File: src/wsr_pkg.sv
// Purpose : shared constants for the wide odd-byte residue block
// Assumes : 16-bit wide bus, byte-wide memory stream
// Notes   : all widths and counts are fixed here
`default_nettype none

package wsr_pkg;

  // ----------------------------------------------------------------
  // widths
  // ----------------------------------------------------------------
  localparam int unsigned BYTE_W  = 8;
  localparam int unsigned WORD_W  = 16;
  localparam int unsigned COUNT_W = 24;   // move byte count width

  // ----------------------------------------------------------------
  // fifo shape and reset values
  // ----------------------------------------------------------------
  localparam int unsigned FIFO_DEPTH = 16;
  localparam logic [BYTE_W-1:0]  BYTE_RST  = 8'h00;
  localparam logic [WORD_W-1:0]  WORD_RST  = 16'h0000;
  localparam logic [COUNT_W-1:0] COUNT_ONE = 24'h000001;
  localparam logic [COUNT_W-1:0] COUNT_RST = 24'h000000;

  typedef enum logic [3:0] {
    ST_IDLE,
    ST_S_LO,
    ST_S_HI,
    ST_S_TX,
    ST_R_RES,
    ST_R_RX,
    ST_R_LO,
    ST_R_HI,
    ST_DONE
  } wsr_state_t;

endpackage

`default_nettype wire

File: src/wsr_fifo.sv
// Purpose : byte fifo between the residue logic and memory writes
// Assumes : single clock, synchronous active-low reset
// Notes   : flip-flop storage, full and empty are exact
`default_nettype none

module wsr_fifo
  import wsr_pkg::*;
#(
  parameter int unsigned WIDTH = 8,
  parameter int unsigned DEPTH = 16
)
(
  input  wire logic             sys_clk,
  input  wire logic             rst_n,
  input  wire logic [WIDTH-1:0] in_data,
  input  wire logic             in_valid,
  output logic                  in_ready,
  output logic      [WIDTH-1:0] out_data,
  output logic                  out_valid,
  input  wire logic             out_ready
);

  localparam int unsigned AW = $clog2(DEPTH);

  logic [WIDTH-1:0] mem_reg [DEPTH];
  logic [AW-1:0]    wr_ptr_reg;
  logic [AW-1:0]    rd_ptr_reg;
  logic [AW:0]      count_reg;
  logic [AW:0]      count_next;
  logic             push;
  logic             pop;

  // ----------------------------------------------------------------
  // handshake decode
  // ----------------------------------------------------------------
  assign push       = in_valid && in_ready;
  assign pop        = out_valid && out_ready;
  assign in_ready   = (count_reg != (AW+1)'(DEPTH));
  assign out_valid  = (count_reg != '0);
  assign out_data   = mem_reg[rd_ptr_reg];
  assign count_next = count_reg + (AW+1)'(push) - (AW+1)'(pop);

  // pointers wrap naturally because depth is a power of two
  always_ff @(posedge sys_clk)
  begin
    if (!rst_n)
    begin
      wr_ptr_reg <= '0;
      rd_ptr_reg <= '0;
      count_reg  <= '0;
    end
    else
    begin
      if (push)
        wr_ptr_reg <= wr_ptr_reg + AW'(1);
      if (pop)
        rd_ptr_reg <= rd_ptr_reg + AW'(1);
      count_reg <= count_next;
    end
  end

  // storage is not reset; empty fifo never exposes it as valid
  always_ff @(posedge sys_clk)
  begin
    if (push)
      mem_reg[wr_ptr_reg] <= in_data;
  end

endmodule

`default_nettype wire

File: src/wsr_residue.sv
// Purpose : odd-byte residue handling for wide bus block moves
// Assumes : one move at a time, inputs synchronous to sys_clk
// Notes   : memory bytes go low byte first; writes pass a fifo
`default_nettype none

module wsr_residue
  import wsr_pkg::*;
(
  input  wire logic               sys_clk,
  input  wire logic               rst_n,
  input  wire logic               move_start,
  input  wire logic               move_send,
  input  wire logic               move_chained,
  input  wire logic [COUNT_W-1:0] move_count,
  input  wire logic               clr_send_flag,
  input  wire logic               clr_recv_flag,
  input  wire logic [BYTE_W-1:0]  mem_rd_data,
  input  wire logic               mem_rd_valid,
  output logic                    mem_rd_ready,
  output logic      [BYTE_W-1:0]  mem_wr_data,
  output logic                    mem_wr_valid,
  input  wire logic               mem_wr_ready,
  output logic      [WORD_W-1:0]  scsi_tx_word,
  output logic                    scsi_tx_odd,
  output logic                    scsi_tx_valid,
  input  wire logic               scsi_tx_ready,
  input  wire logic [WORD_W-1:0]  scsi_rx_word,
  input  wire logic               scsi_rx_valid,
  output logic                    scsi_rx_ready,
  output logic                    send_residue_flag,
  output logic                    receive_residue_flag,
  output logic      [BYTE_W-1:0]  output_data_latch,
  output logic      [BYTE_W-1:0]  wide_residue_register,
  output logic                    move_busy,
  output logic                    move_done
);

  // ----------------------------------------------------------------
  // state and datapath registers
  // ----------------------------------------------------------------
  wsr_state_t         state_reg;
  wsr_state_t         state_next;
  logic [COUNT_W-1:0] cnt_reg;
  logic               chained_reg;
  logic               marry_reg;
  logic [BYTE_W-1:0]  lo_byte_reg;
  logic [WORD_W-1:0]  rx_word_reg;
  logic               wss_reg;
  logic               wsr_reg;
  logic [BYTE_W-1:0]  odl_reg;
  logic [BYTE_W-1:0]  wide_residue_register_reg;
  logic [WORD_W-1:0]  tx_word_reg;
  logic               tx_odd_reg;
  logic               tx_valid_reg;
  logic               rd_ready_reg;
  logic               rx_ready_reg;
  logic               busy_reg;
  logic               done_reg;

  // last-byte test is shared by the send and receive paths
  function automatic logic fn_last(input logic [COUNT_W-1:0] c);
    fn_last = (c == COUNT_ONE);
  endfunction

  // ----------------------------------------------------------------
  // decode
  // ----------------------------------------------------------------
  logic              start_ok;
  logic              rd_take;
  logic              tx_take;
  logic              rx_take;
  logic              push_valid;
  logic              push_ready;
  logic              push_take;
  logic [BYTE_W-1:0] push_data;
  logic              cnt_last;
  logic              send_part;
  logic              wss_set;
  logic              wss_hw_clr;
  logic              wsr_set;
  logic              wsr_start_clr;
  logic              res_first;

  assign start_ok   = (state_reg == ST_IDLE) && move_start;
  assign rd_take    = rd_ready_reg && mem_rd_valid;
  assign tx_take    = tx_valid_reg && scsi_tx_ready;
  assign rx_take    = rx_ready_reg && scsi_rx_valid;
  assign push_take  = push_valid && push_ready;
  assign cnt_last   = fn_last(cnt_reg);
  assign push_valid = (state_reg == ST_R_RES) || (state_reg == ST_R_LO)
                      || (state_reg == ST_R_HI);
  // residue byte leads, then low and high halves of each bus word
  assign push_data  = (state_reg == ST_R_RES) ? wide_residue_register_reg
                    : (state_reg == ST_R_LO)  ? rx_word_reg[7:0]
                    : rx_word_reg[15:8];
  // a final lone low byte in a chained send stays behind
  assign send_part  = (state_reg == ST_S_LO) && rd_take && cnt_last;
  assign wss_set    = send_part && chained_reg;
  assign wss_hw_clr = tx_take && marry_reg;
  assign wsr_set    = (state_reg == ST_R_LO) && push_take
                      && cnt_last;
  assign wsr_start_clr = start_ok && !move_send;
  assign res_first  = move_chained && wsr_reg;

  // ----------------------------------------------------------------
  // next state; count drops per memory byte only
  // ----------------------------------------------------------------
  always_comb
  begin
    state_next = state_reg;
    case (state_reg)
      ST_IDLE:
        if (move_start)
        begin
          if (move_count == COUNT_RST)
            state_next = ST_DONE;
          else if (move_send)
            state_next = wss_reg ? ST_S_HI : ST_S_LO;
          else
            state_next = res_first ? ST_R_RES : ST_R_RX;
        end
      ST_S_LO:
        if (rd_take)
        begin
          if (cnt_last && chained_reg)
            state_next = ST_DONE;
          else if (cnt_last)
            state_next = ST_S_TX;
          else
            state_next = ST_S_HI;
        end
      ST_S_HI:
        if (rd_take)
          state_next = ST_S_TX;
      ST_S_TX:
        if (tx_take)
          state_next = (cnt_reg == COUNT_RST) ? ST_DONE : ST_S_LO;
      ST_R_RES:
        if (push_take)
          state_next = cnt_last ? ST_DONE : ST_R_RX;
      ST_R_RX:
        if (rx_take)
          state_next = ST_R_LO;
      ST_R_LO:
        if (push_take)
          state_next = cnt_last ? ST_DONE : ST_R_HI;
      ST_R_HI:
        if (push_take)
          state_next = cnt_last ? ST_DONE : ST_R_RX;
      ST_DONE:
        state_next = ST_IDLE;
      default:
        state_next = ST_IDLE;
    endcase
  end

  // ----------------------------------------------------------------
  // sequencing registers
  // ----------------------------------------------------------------
  always_ff @(posedge sys_clk)
  begin
    if (!rst_n)
    begin
      state_reg   <= ST_IDLE;
      cnt_reg     <= COUNT_RST;
      chained_reg <= 1'b0;
      marry_reg   <= 1'b0;
    end
    else
    begin
      state_reg <= state_next;
      if (start_ok)
      begin
        cnt_reg     <= move_count;
        chained_reg <= move_chained;
        marry_reg   <= move_send && wss_reg;
      end
      else if (rd_take || push_take)
        cnt_reg <= cnt_reg - COUNT_ONE;
      if (tx_take)
        marry_reg <= 1'b0;
    end
  end

  // ----------------------------------------------------------------
  // byte capture and bus word build
  // ----------------------------------------------------------------
  always_ff @(posedge sys_clk)
  begin
    if (!rst_n)
    begin
      lo_byte_reg <= BYTE_RST;
      rx_word_reg <= WORD_RST;
      tx_word_reg <= WORD_RST;
      tx_odd_reg  <= 1'b0;
    end
    else
    begin
      if (start_ok && move_send)
        lo_byte_reg <= odl_reg;
      else if ((state_reg == ST_S_LO) && rd_take)
        lo_byte_reg <= mem_rd_data;
      if (rx_take)
        rx_word_reg <= scsi_rx_word;
      if ((state_reg == ST_S_HI) && rd_take)
      begin
        tx_word_reg <= {mem_rd_data, lo_byte_reg};
        tx_odd_reg  <= 1'b0;
      end
      else if (send_part && !chained_reg)
      begin
        // normal move: lone last byte goes out on its own
        tx_word_reg <= {BYTE_RST, mem_rd_data};
        tx_odd_reg  <= 1'b1;
      end
    end
  end

  // ----------------------------------------------------------------
  // residue flags and holding registers; hardware set wins
  // ----------------------------------------------------------------
  always_ff @(posedge sys_clk)
  begin
    if (!rst_n)
    begin
      wss_reg   <= 1'b0;
      wsr_reg   <= 1'b0;
      odl_reg   <= BYTE_RST;
      wide_residue_register_reg <= BYTE_RST;
    end
    else
    begin
      wss_reg <= wss_set
                 || (wss_reg && !wss_hw_clr && !clr_send_flag);
      wsr_reg <= wsr_set
                 || (wsr_reg && !wsr_start_clr && !clr_recv_flag);
      if (wss_set)
        odl_reg <= mem_rd_data;
      if (wsr_set)
        wide_residue_register_reg <= rx_word_reg[15:8];
    end
  end

  // ----------------------------------------------------------------
  // registered handshakes follow the next state
  // ----------------------------------------------------------------
  always_ff @(posedge sys_clk)
  begin
    if (!rst_n)
    begin
      tx_valid_reg <= 1'b0;
      rd_ready_reg <= 1'b0;
      rx_ready_reg <= 1'b0;
      busy_reg     <= 1'b0;
      done_reg     <= 1'b0;
    end
    else
    begin
      tx_valid_reg <= (state_next == ST_S_TX);
      rd_ready_reg <= (state_next == ST_S_LO) || (state_next == ST_S_HI);
      rx_ready_reg <= (state_next == ST_R_RX);
      busy_reg     <= (state_next != ST_IDLE);
      done_reg     <= (state_next == ST_DONE);
    end
  end

  // memory writes may stall; that back-pressure halts the receive walk
  wsr_fifo #(
    .WIDTH (BYTE_W),
    .DEPTH (FIFO_DEPTH)
  ) u_fifo (
    .sys_clk   (sys_clk),
    .rst_n     (rst_n),
    .in_data   (push_data),
    .in_valid  (push_valid),
    .in_ready  (push_ready),
    .out_data  (mem_wr_data),
    .out_valid (mem_wr_valid),
    .out_ready (mem_wr_ready)
  );

  assign mem_rd_ready          = rd_ready_reg;
  assign scsi_tx_word          = tx_word_reg;
  assign scsi_tx_odd           = tx_odd_reg;
  assign scsi_tx_valid         = tx_valid_reg;
  assign scsi_rx_ready         = rx_ready_reg;
  assign send_residue_flag     = wss_reg;
  assign receive_residue_flag  = wsr_reg;
  assign output_data_latch     = odl_reg;
  assign wide_residue_register = wide_residue_register_reg;
  assign move_busy             = busy_reg;
  assign move_done             = done_reg;

  // ----------------------------------------------------------------
  // checks
  // ----------------------------------------------------------------
  AST_WSS_ONLY_CHAINED: assert property (
    @(posedge sys_clk) disable iff (!rst_n)
    $rose(wss_reg) |-> $past(chained_reg) && $past(state_reg) == ST_S_LO)
    else $error("send flag set outside a chained send");

  AST_PARTIAL_HELD: assert property (
    @(posedge sys_clk) disable iff (!rst_n)
    (send_part && chained_reg) |=> odl_reg == $past(mem_rd_data)
      && !tx_valid_reg && state_reg == ST_DONE)
    else $error("partial send byte not held in latch");

  AST_MARRY_LOW: assert property (
    @(posedge sys_clk) disable iff (!rst_n)
    (start_ok && move_send && wss_reg && move_count != COUNT_RST)
      |=> state_reg == ST_S_HI && lo_byte_reg == $past(odl_reg))
    else $error("married word does not use held low byte");

  AST_WSS_AUTO_CLR: assert property (
    @(posedge sys_clk) disable iff (!rst_n)
    (tx_take && marry_reg && !wss_set) |=> !wss_reg)
    else $error("send flag not cleared after married word");

  AST_SW_CLR: assert property (
    @(posedge sys_clk) disable iff (!rst_n)
    (clr_recv_flag && !wsr_set) ##1 1'b1 |-> !wsr_reg)
    else $error("software clear of receive flag lost");

  AST_SW_CLR_SEND: assert property (
    @(posedge sys_clk) disable iff (!rst_n)
    (clr_send_flag && !wss_set) |=> !wss_reg)
    else $error("software clear of send flag lost");

  AST_WSR_SET: assert property (
    @(posedge sys_clk) disable iff (!rst_n)
    wsr_set |=> wsr_reg && wide_residue_register_reg == $past(rx_word_reg[15:8])
      ##1 state_reg == ST_IDLE)
    else $error("partial receive did not hold high byte");

  AST_WSR_START_CLR: assert property (
    @(posedge sys_clk) disable iff (!rst_n)
    (start_ok && !move_send) |=> !wsr_reg)
    else $error("receive flag not cleared at receive start");

  AST_RES_ORDER: assert property (
    @(posedge sys_clk) disable iff (!rst_n)
    (start_ok && !move_send && move_count != COUNT_RST)
      |=> (state_reg == ST_R_RES) == $past(move_chained && wsr_reg))
    else $error("residue byte order wrong for move type");

  AST_COUNT_BOUND: assert property (
    @(posedge sys_clk) disable iff (!rst_n)
    (rd_take || push_take) |-> cnt_reg != COUNT_RST)
    else $error("memory byte moved beyond byte count");

endmodule

`default_nettype wire

File: config.mk
export PLATFORM = sky130hd
export DESIGN_NAME = wsr_residue
export DESIGN_NICKNAME = d
export VERILOG_FILES = /design/src/wsr_pkg.sv /design/src/wsr_fifo.sv /design/src/wsr_residue.sv
export SDC_FILE = /design/constraint.sdc
export NUM_CORES = 1
export LEC_CHECK = 0
export BUFFER_PORTS_ARGS = -buffer_cell sky130_fd_sc_hd__buf_2
export CAP_MARGIN = 30
export CORE_ASPECT_RATIO = 0.6
export CORE_MARGIN = 2
export CORE_UTILIZATION = 42
export CTS_CLUSTER_DIAMETER = 120
export DETAILED_ROUTE_END_ITERATION = 10
export GPL_TIMING_DRIVEN = 0
export PLACE_DENSITY = 0.61
export SETUP_SLACK_MARGIN = 0.15
export SYNTH_ARGS = -nofsm -noshare
export SYNTH_HDL_FRONTEND = slang
export SYNTH_SLANG_ARGS = --single-unit
File: constraint.sdc
create_clock -name sys_clk -period 6 [get_ports sys_clk]
set_input_delay 0.6 -clock sys_clk [delete_from_list [all_inputs] [get_ports sys_clk]]
set_output_delay 0.6 -clock sys_clk [all_outputs]
set_load 0.02 [all_outputs]
==> flow_metrics.tcl, run 1 <==
set metrics [dict create \
    status "complete, no violations" \
    grt_pass1_wl_um 38700 \
    synth_edf_count 128 \
    maxCapViolCount 0 \
    period_needed_ns 3.75 \
    largest_reg_flops 128 \
    wl_um 25400 \
    synth-xor-area-share 0.0270 \
    crit_fanout 10 \
    ctsResizeCount 0 \
    yosys_warnings 0 \
    worstSkewPairLatency_ns 0.53 \
    grt_max_degree 17 \
    start_kind "register" \
    critPathArrivalTime_ns 3.15 \
    ys_seq_area_frac 0.604 \
    synthAdderAreaFrac 0.0194 \
    clock.fmax_mhz 267 \
    max_slew_margin 0.309 \
    synth_area_leaders "edfxtp_1 (38%), dfxtp_1 (22%), mux4_2 (9.0%)" \
    port-buffer-count 107 \
    crit_type "reg -> out" \
    fin_crit_sh 0.625 \
    ir_drop_v 0.000206 \
    top_level_ports 108 \
    synth.most_common_cell "edfxtp_1" \
    synth_top_cell_area_share 0.383 \
    grt_antenna_before_repair 0 \
    post_cts_buffers 0 \
    cts_buffer_depth 3 \
    die_w_um 204 \
    p_comb_frac 0.222 \
    ff2ff_path_depth 10 \
    finalSetupViolCount 0 \
    drt_iter0_drc 689 \
    rsz0062_at_grt "false" \
    skew_ns 0.0213 \
    hp-class "in -> reg" \
    grt_usage 0.206 \
    power_density_nw_per_um2 375 \
    start_util 0.431 \
    p_int_mw 3.18 \
    tritoncts "done" \
    utilization 0.511 \
    vias 6934 \
    slew_violations 0 \
    worstHoldPathCells 3 \
    synthSimpleGateAreaFrac 0.127 \
    synthMuxAreaShare 0.121 \
    grt_pass1_vias 6457 \
    cts_sinks 239 \
    dr.pass1.iters 5 \
    core_um2 23300 \
    syn_area_per_cell_um2 12.5 \
    syn_area_um2 10000 \
    cts_root_buf "clkbuf_16" \
    ant_nets 0 \
    tns_ns 0 \
    numCtsBuffers 23 \
    clk_pin_slew_ns 0.07 \
    crit_required_ns 5.40 \
    drive_gt1_frac 0.215 \
    worstSetupEndpointType "output port" \
    yosys.area.top_type "edfxtp_1" \
    synthFlopType "edfxtp_1" \
    p_switching_mw 1.28 \
    diodes 0 \
    syn_to_final_growth_pct 18.5 \
    dp.final_hpwl_um 18700 \
    cts_htree_levels 1 \
    ys_types 48 \
    ys_ff_latch 239 \
    vias_per_cell 5.40 \
    synthesis.nets 879 \
    grt-ovfl-total 0 \
    yosys-top-cells-count "edfxtp_1 (128), dfxtp_1 (111), nand2_1 (88)" \
    clkPwrFrac 0.352 \
    p_sw_frac 0.287 \
    nets 1025 \
    fp-row-count 43 \
    leakage_nw 4.38 \
    die_h_um 124 \
    wire_per_inst_um 19.8 \
    synth_top_family_by_area "simple AND/OR/NAND/NOR gates" \
    drc 0 \
    pwr-share-seq 0.426 \
    hold_buffers 0 \
    async_flop_share 0 \
    tightest_slew_ns 1.02 \
    synth_compound_area_frac 0.0812 \
    synthCells 805 \
    hold_viol 0 \
    dieArea_um2 25200 \
    gp_congestion 0.819 \
]
## placed cells by master (no fill, tap or decap), types with 14 or more instances in the layout
cell / Yosys / final
edfxtp_1: 128 / 128
dfxtp_1: 111 / 111
buf_2: 0 / 109
nand2_1: 88 / 88
nor2_1: 59 / 59
a21oi_1: 53 / 53
mux4_2: 40 / 40
clkbuf_1: 35 / 37
mux2i_1: 31 / 31
o21ai_0: 25 / 25
clkbuf_16: 0 / 25
nand3_1: 24 / 24
a21boi_0: 20 / 20
xnor2_1: 20 / 20
and2_1: 19 / 19
nor3_1: 16 / 16
inv_1: 16 / 16
ha_1: 14 / 14
## routing by layer
metal	wire [um]	GRT usage	up-vias
met4	373	0.0420	0
met5	0	0	-
met3	2000	0.0392	24
met1	13400	0.346	3409
met2	9620	0.265	237
li1	-	-	3264
## power by group through the flow
| stage | Combinational, mW | Clock, mW | Sequential (mW) |
|---|---|---|---|
| CTS | 0.985 | 1.60 | 1.90 |
| floorplan | 0.680 | 0 | 1.92 |
| global route | 1.08 | 1.66 | 1.91 |
| detailed placement | 0.981 | 0 | 1.93 |
| global placement | 0.958 | 0 | 1.94 |
| finish | 0.990 | 1.57 | 1.90 |
## through the flow
stage                     setup slack [ns]  cell area, um^2  hold slack, ns  instances  power (mW)
after global routing                  1.99            11900           0.296       1283        4.66
after global placement                2.53            11000           0.445       1227        2.89
after detailed placement              2.56            11100           0.451       1240        2.91
after floorplan                       3.18            10000           0.436        805        2.60
final                                 2.25            11900           0.305       1283        4.46
after CTS                             2.12            11900           0.290       1282        4.48
## logic make-up (layout without fill, tap and decap cells)
family                   after synthesis  in the layout
AND/OR/NAND/NOR                      262            262
flip-flops                           239            239
AO/OA/AOI/OAI                        130            130
multiplexers                          71             71
buffers and inverters                 57            220
XOR/XNOR                              31             31
adder cells (fa/ha/maj)               15             15
## layout make-up
class / instances / area, um^2
inverter: 16 / 60.1
buffer: 41 / 154
tap: 315 / 394
fill: 2035 / 11400
clock buffer: 30 / 674
timing repair buffer: 121 / 643
multi-input combinational: 509 / 3770
clock inverter: 12 / 149
sequential: 239 / 6070
## worst paths after layout
check	startpoint	endpoint	slack, ns
worst min register to register	rx_word_reg[6]	rx_word_reg[6]	0.46
worst min-delay path	scsi_rx_word[0]	rx_word_reg[0]	0.30
worst max register to register	u_fifo.count_reg[3]	u_fifo.count_reg[4]	2.53
worst max-delay path	register	mem_wr_data[7]	2.25
## worst max-delay path, cell delays in order, from the launching register on
cell and delay [ns]:
dfxtp_1 0.30, clkbuf_1 0.27, buf_1 0.72, mux4_2 0.66, mux4_2 0.50, buf_2 0.18
(Power assumes the default switching activity.)
==> inputs of run 2 (changes only) <==
--- a/config.mk
+++ b/config.mk
@@ -13,7 +13,7 @@
 export CTS_CLUSTER_DIAMETER = 120
 export DETAILED_ROUTE_END_ITERATION = 10
 export GPL_TIMING_DRIVEN = 0
-export PLACE_DENSITY = 0.61
+export PLACE_DENSITY = 0.64
 export SETUP_SLACK_MARGIN = 0.15
 export SYNTH_ARGS = -nofsm -noshare
 export SYNTH_HDL_FRONTEND = slang
==> constraint.sdc (replaced) <==
create_clock -name sys_clk -period 3.1 [get_ports sys_clk]
set_input_delay 0.31 -clock sys_clk [delete_from_list [all_inputs] [get_ports sys_clk]]
set_output_delay 0.31 -clock sys_clk [all_outputs]
set_load 0.02 [all_outputs]
==> run 2 against run 1 <==
Against the previous run: non-clock buffer count rose by 1; clock power rose by 87%; power rose by 92%; sequential cell count did not move; die area did not move; utilization rose by 0.19 points; global-route usage rose by 0.096 points.
==> flow_metrics.tcl, run 2 (same netlist as run 1, synthesis figures left out) <==
set metrics [dict create \
    cts_sinks 239 \
    clk_pin_slew_ns 0.07 \
    pre_cts_slack_ns -0.306 \
    port-buffer-count 107 \
    wire_per_inst_um 19.8 \
    diodes 0 \
    vias 6927 \
    r2r-start "cnt_reg[3]" \
    wl_um 25400 \
    die_h_um 124 \
    die_w_um 204 \
    tritoncts "done" \
    ff2ff_path_depth 8 \
    p_total_mw 8.57 \
    skew_ns 0.00872 \
    dp.final_hpwl_um 18400 \
    holdWs_ns 0.0481 \
    hold_buffers 0 \
    layout_common_cells "edfxtp_1 (128), buf_2 (113), dfxtp_1 (111)" \
    top_level_ports 108 \
    cts_root_buf "clkbuf_16" \
    reg2reg_to "scsi_rx_ready" \
    gp_congestion 0.843 \
    rsz0062_at_grt "false" \
    crit_slowest_cell "or4_1" \
    ant_nets 0 \
    core_um2 23300 \
    layout_setup_ws_ns 0.264 \
    rrSetupSlack_ns 0.26 \
    grt_antenna_before_repair 1 \
    drt_iter0_drc 675 \
    hold_viol 0 \
    final_common_cell "edfxtp_1" \
    vias_per_cell 5.41 \
    crit_required_ns 3.50 \
    numCtsBuffers 22 \
    finalSetupViolCount 0 \
    grt_max_degree 16 \
    crit_fanout 5 \
    dr.pass1.iters 5 \
    hp-class "in -> reg" \
    tightest_slew_ns 0.960 \
    syn_to_final_growth_pct 19.0 \
    cts_htree_levels 1 \
    regArea_um2 6070 \
    max_slew_margin 0.357 \
    ir_drop_v 0.000394 \
    power_density_nw_per_um2 717 \
    grt-ovfl-total 0 \
    utilization 0.513 \
    fill_cells 2020 \
    cts_buffer_depth 3 \
    status "complete, no violations" \
    dieArea_um2 25200 \
    crit_buf_inv 2 \
    fin_crit_sh 0.915 \
    critPathArrivalTime_ns 3.23 \
    critical_path.top_delay_family "simple AND/OR/NAND/NOR gates" \
    worstSetupEndpointType "register" \
    fp-row-count 43 \
    period_needed_ns 2.84 \
    crit_path_end "scsi_rx_ready" \
    slew_violations 0 \
    cp.depth 8 \
    worstSkewPairLatency_ns 0.51 \
    largest_reg_flops 128 \
    critPathMaxStageDelay_ns 0.59 \
    start_kind "register" \
    drc 0 \
    grt_pass1_vias 6564 \
    maxCapViolCount 0 \
    critPathLaunch "cnt_reg[3]" \
    leakage_nw 4.42 \
    crit_type "reg -> reg" \
    clock.fmax_mhz 353 \
    cp_cell_sequence "or4_1 -> or4_1 -> nor4_4 -> buf_4 -> buf_4 -> a211oi_1 -> nor3_2 -> and3b_1" \
    multi_input_area_um2 3820 \
    start_util 0.431 \
    nets 1025 \
    grt_usage 0.206 \
    drive_gt1_frac 0.231 \
    grt_pass1_wl_um 39200 \
]
## run 2: changes by cell type in the layout (fill, tap and decap cells not counted), sizes merged
cell / change
inv: -2
bufinv: +2
clkinv: +1
clkinvlp: +1
buf: +3
clkbuf: -7
## run 2: where the power goes
| group | switching, mW | leakage, nW | internal (mW) | total [mW] |
|---|---|---|---|---|
| Clock | 1.17 | 0.373 | 1.76 | 2.93 |
| Sequential | 0.139 | 2.08 | 3.55 | 3.69 |
| Combinational | 1.09 | 1.97 | 0.861 | 1.95 |
## run 2: area by class of cell
cell class                 instances  area share
sequential                       239       0.508
clock buffer                      25      0.0488
buffer                            41      0.0158
multi-input combinational        509       0.320
inverter                          16     0.00503
timing repair buffer             122      0.0540
tap                              315      0.0330
clock inverter                    14      0.0160
## run 2: worst register-to-register path, cell delays in order, from the launching register on
cell and delay, ns:
dfxtp_1 0.36, or4_1 0.59, or4_1 0.56, nor4_4 0.25, buf_4 0.18, buf_4 0.14
a211oi_1 0.08, nor3_2 0.33, and3b_1 0.22
## run 2: metrics by stage
step           cell area (um^2)  setup TNS (ns)  std cells
3_5_place_dp              11100          -0.325       1240
6_report                  12000               0       1281
4_1_cts                   11900               0       1280
5_1_grt                   12000               0       1281
2_1_floorplan             10000               0        805
3_3_place_gp              11000          -0.275       1227
## run 2: worst min path at each step
stage / start / endpoint / slack [ns] / cells after the start
6_report: scsi_rx_word[0] / rx_word_reg[0] / 0.05 / 3
5_1_grt: scsi_rx_word[1] / rx_word_reg[1] / 0.05 / 3
4_1_cts: scsi_rx_word[0] / rx_word_reg[0] / 0.03 / 3
3_5_place_dp: rx_word_reg[4] / rx_word_reg[4] / 0.45 / 2
3_3_place_gp: rx_word_reg[6] / rx_word_reg[6] / 0.45 / 2
2_1_floorplan: rx_word_reg[0] / rx_word_reg[0] / 0.44 / 2
## run 2: what timing repair did
item / CTS / global route
pin swaps: 1 / 3
resized for setup: 26 / 18
buffers inserted: 1 / 1
endpoints found under the setup margin: 24 / 61
## run 2: metal layers
layer	wire length, um	track usage	up-vias
li1	-	-	3270
met1	13100	0.342	3396
met2	10100	0.280	232
met3	1790	0.0335	29
met4	378	0.0365	0
met5	0	0	-
==> inputs of run 3 (changes only) <==
--- a/config.mk
+++ b/config.mk
@@ -9,11 +9,12 @@
 export CAP_MARGIN = 30
 export CORE_ASPECT_RATIO = 0.6
 export CORE_MARGIN = 2
-export CORE_UTILIZATION = 42
+export CORE_UTILIZATION = 45
 export CTS_CLUSTER_DIAMETER = 120
 export DETAILED_ROUTE_END_ITERATION = 10
+export GPL_ROUTABILITY_DRIVEN = 1
 export GPL_TIMING_DRIVEN = 0
-export PLACE_DENSITY = 0.64
+export PLACE_DENSITY = 0.67
 export SETUP_SLACK_MARGIN = 0.15
 export SYNTH_ARGS = -nofsm -noshare
 export SYNTH_HDL_FRONTEND = slang
==> run 3 against run 2 <==
Against the previous run: first-iteration DRC count shrank 3.7%; sequential share of layout area increased by 0.23 points; utilization grew 2.9 points; clock skew up 0.0074 ns; hold slack worse by 0.018 ns; critical path depth rose by 5; via count increased by 0.68%; critical path type unchanged; largest cell class unchanged.
==> flow_metrics.tcl, run 3 (same netlist as run 1, synthesis figures left out) <==
set metrics [dict create \
    status "complete, no violations" \
    numCtsBuffers 23 \
    dpl_cell_area_um2 11000 \
    crit_required_ns 3.50 \
    wire_per_inst_um 19.6 \
    hp-class "in -> reg" \
    cpMostUsedCell "ha_1" \
    ff2ff_path_depth 13 \
    grt_usage 0.211 \
    cts_root_buf "clkbuf_16" \
    largest_reg_flops 128 \
    utilization 0.542 \
    clk_pin_slew_ns 0.07 \
    dr.pass1.iters 5 \
    tightest_slew_ns 0.918 \
    drive_gt1_frac 0.226 \
    crit_slowest_cell "fa_1" \
    dieArea_um2 23600 \
    hold_buffers 0 \
    hold_viol 0 \
    reg2reg_to "u_fifo.count_reg[4]" \
    wl_um 24600 \
    cts_buffer_depth 3 \
    critPathArrivalTime_ns 3.35 \
    diodes 0 \
    gp_congestion 0.854 \
    critPathMaxStageDelay_ns 0.45 \
    layout_common_cells "edfxtp_1 (128), buf_2 (113), dfxtp_1 (111)" \
    layout_setup_ws_ns 0.155 \
    numPlacedInstances 1211 \
    grt_antenna_before_repair 0 \
    tritoncts "done" \
    leakage_nw 4.41 \
    vias_per_cell 5.56 \
    ir_drop_v 0.000334 \
    crit_type "reg -> reg" \
    cts_sinks 239 \
    grt_max_degree 16 \
    dp.final_hpwl_um 18000 \
    worstHoldPathCells 3 \
    finalSetupViolCount 0 \
    cp_cell_sequence "inv_1 -> ha_1 -> nand3_1 -> and2_1 -> clkbuf_4 -> ha_1 -> inv_1 -> ha_1 -> fa_1 -> a21oi_1 -> nor2_1 -> or3_1 -> and3_1" \
    drt_iter0_drc 650 \
    min-delay-start "scsi_rx_word[2]" \
    rrSetupSlack_ns 0.15 \
    rsz0062_at_grt "true" \
    holdWs_ns 0.0306 \
    max_slew_margin 0.386 \
    final_area_um2 11900 \
    worstSkewPairLatency_ns 0.52 \
    p_total_mw 8.51 \
    vias 6974 \
    power_density_nw_per_um2 716 \
    worstSetupEndpointType "register" \
    nets 1027 \
    drc 0 \
    fp-row-count 42 \
    skew_ns 0.0161 \
    period_needed_ns 2.95 \
    die_h_um 120 \
    cts_htree_levels 1 \
    r2r-start "u_fifo.count_reg[3]" \
    port-buffer-count 107 \
    maxCapViolCount 0 \
    top_level_ports 108 \
    grt_pass1_wl_um 38000 \
    critical_path.top_delay_family "adder cells" \
    clock.fmax_mhz 340 \
    tns_ns 0 \
    syn_to_final_growth_pct 18.4 \
    final_common_cell "edfxtp_1" \
    slew_violations 0 \
    fin_crit_sh 0.950 \
    grt_pass1_vias 6545 \
    start_kind "register" \
    grt-ovfl-total 0 \
    crit_fanout 5 \
    ant_nets 0 \
    die_w_um 197 \
    core_um2 22000 \
    hold_path_end "rx_word_reg[2]" \
    pre_cts_slack_ns -0.329 \
    start_util 0.457 \
    crit_buf_inv 3 \
    fin_cells 1255 \
]
## run 3: cell type report
cell class              count  area, um^2
clock buffers              29         598
plain buffers              41         195
inverters                  16        60.1
multi-input cells         509        3810
flip-flops and latches    239        6070
repair buffers            123         647
well taps                 286         358
fillers                  1852       10100
clock inverters            12         163
## run 3: how the worst max path moves through the flow
| stage | startpoint | endpoint | slack (ns) | cells past startpoint |
|---|---|---|---|---|
| floorplan | u_fifo.count_reg[3] | u_fifo.count_reg[4] | 0.28 | 13 |
| global placement | u_fifo.count_reg[3] | u_fifo.count_reg[4] | -0.28 | 10 |
| detailed placement | u_fifo.count_reg[3] | u_fifo.count_reg[4] | -0.33 | 10 |
| CTS | register | mem_wr_data[3] | 0.14 | 4 |
| global route | u_fifo.count_reg[3] | u_fifo.count_reg[4] | 0.003 | 13 |
| finish | u_fifo.count_reg[3] | u_fifo.count_reg[4] | 0.15 | 13 |
## run 3: power by group
| group | leakage, nW | total (mW) | internal, mW | switching, mW |
|---|---|---|---|---|
| Sequential | 2.08 | 3.69 | 3.55 | 0.141 |
| Combinational | 1.96 | 1.95 | 0.861 | 1.09 |
| Clock | 0.368 | 2.87 | 1.70 | 1.17 |
| Total | 4.41 | 8.51 | 6.11 | 2.41 |
## run 3: metal layers
metal  part of all wire  track usage
met4              0.013       0.0376
met1               0.52        0.354
met3              0.073       0.0405
met2               0.39        0.279
met5                  0            0
## run 3: timing repair
action / in CTS / in global routing
gates resized for setup: 27 / 15
buffers inserted: 3 / 0
pin swaps: 1 / 1
endpoints found under the setup margin: 26 / 31
## run 3: worst reg2reg max path, stage by stage (launching register included)
cell and delay, ns:
dfxtp_1 0.32, inv_1 0.08, ha_1 0.19, nand3_1 0.16, and2_1 0.19, clkbuf_4 0.18
ha_1 0.30, inv_1 0.04, ha_1 0.22, fa_1 0.45, a21oi_1 0.15, nor2_1 0.06
or3_1 0.33, and3_1 0.18
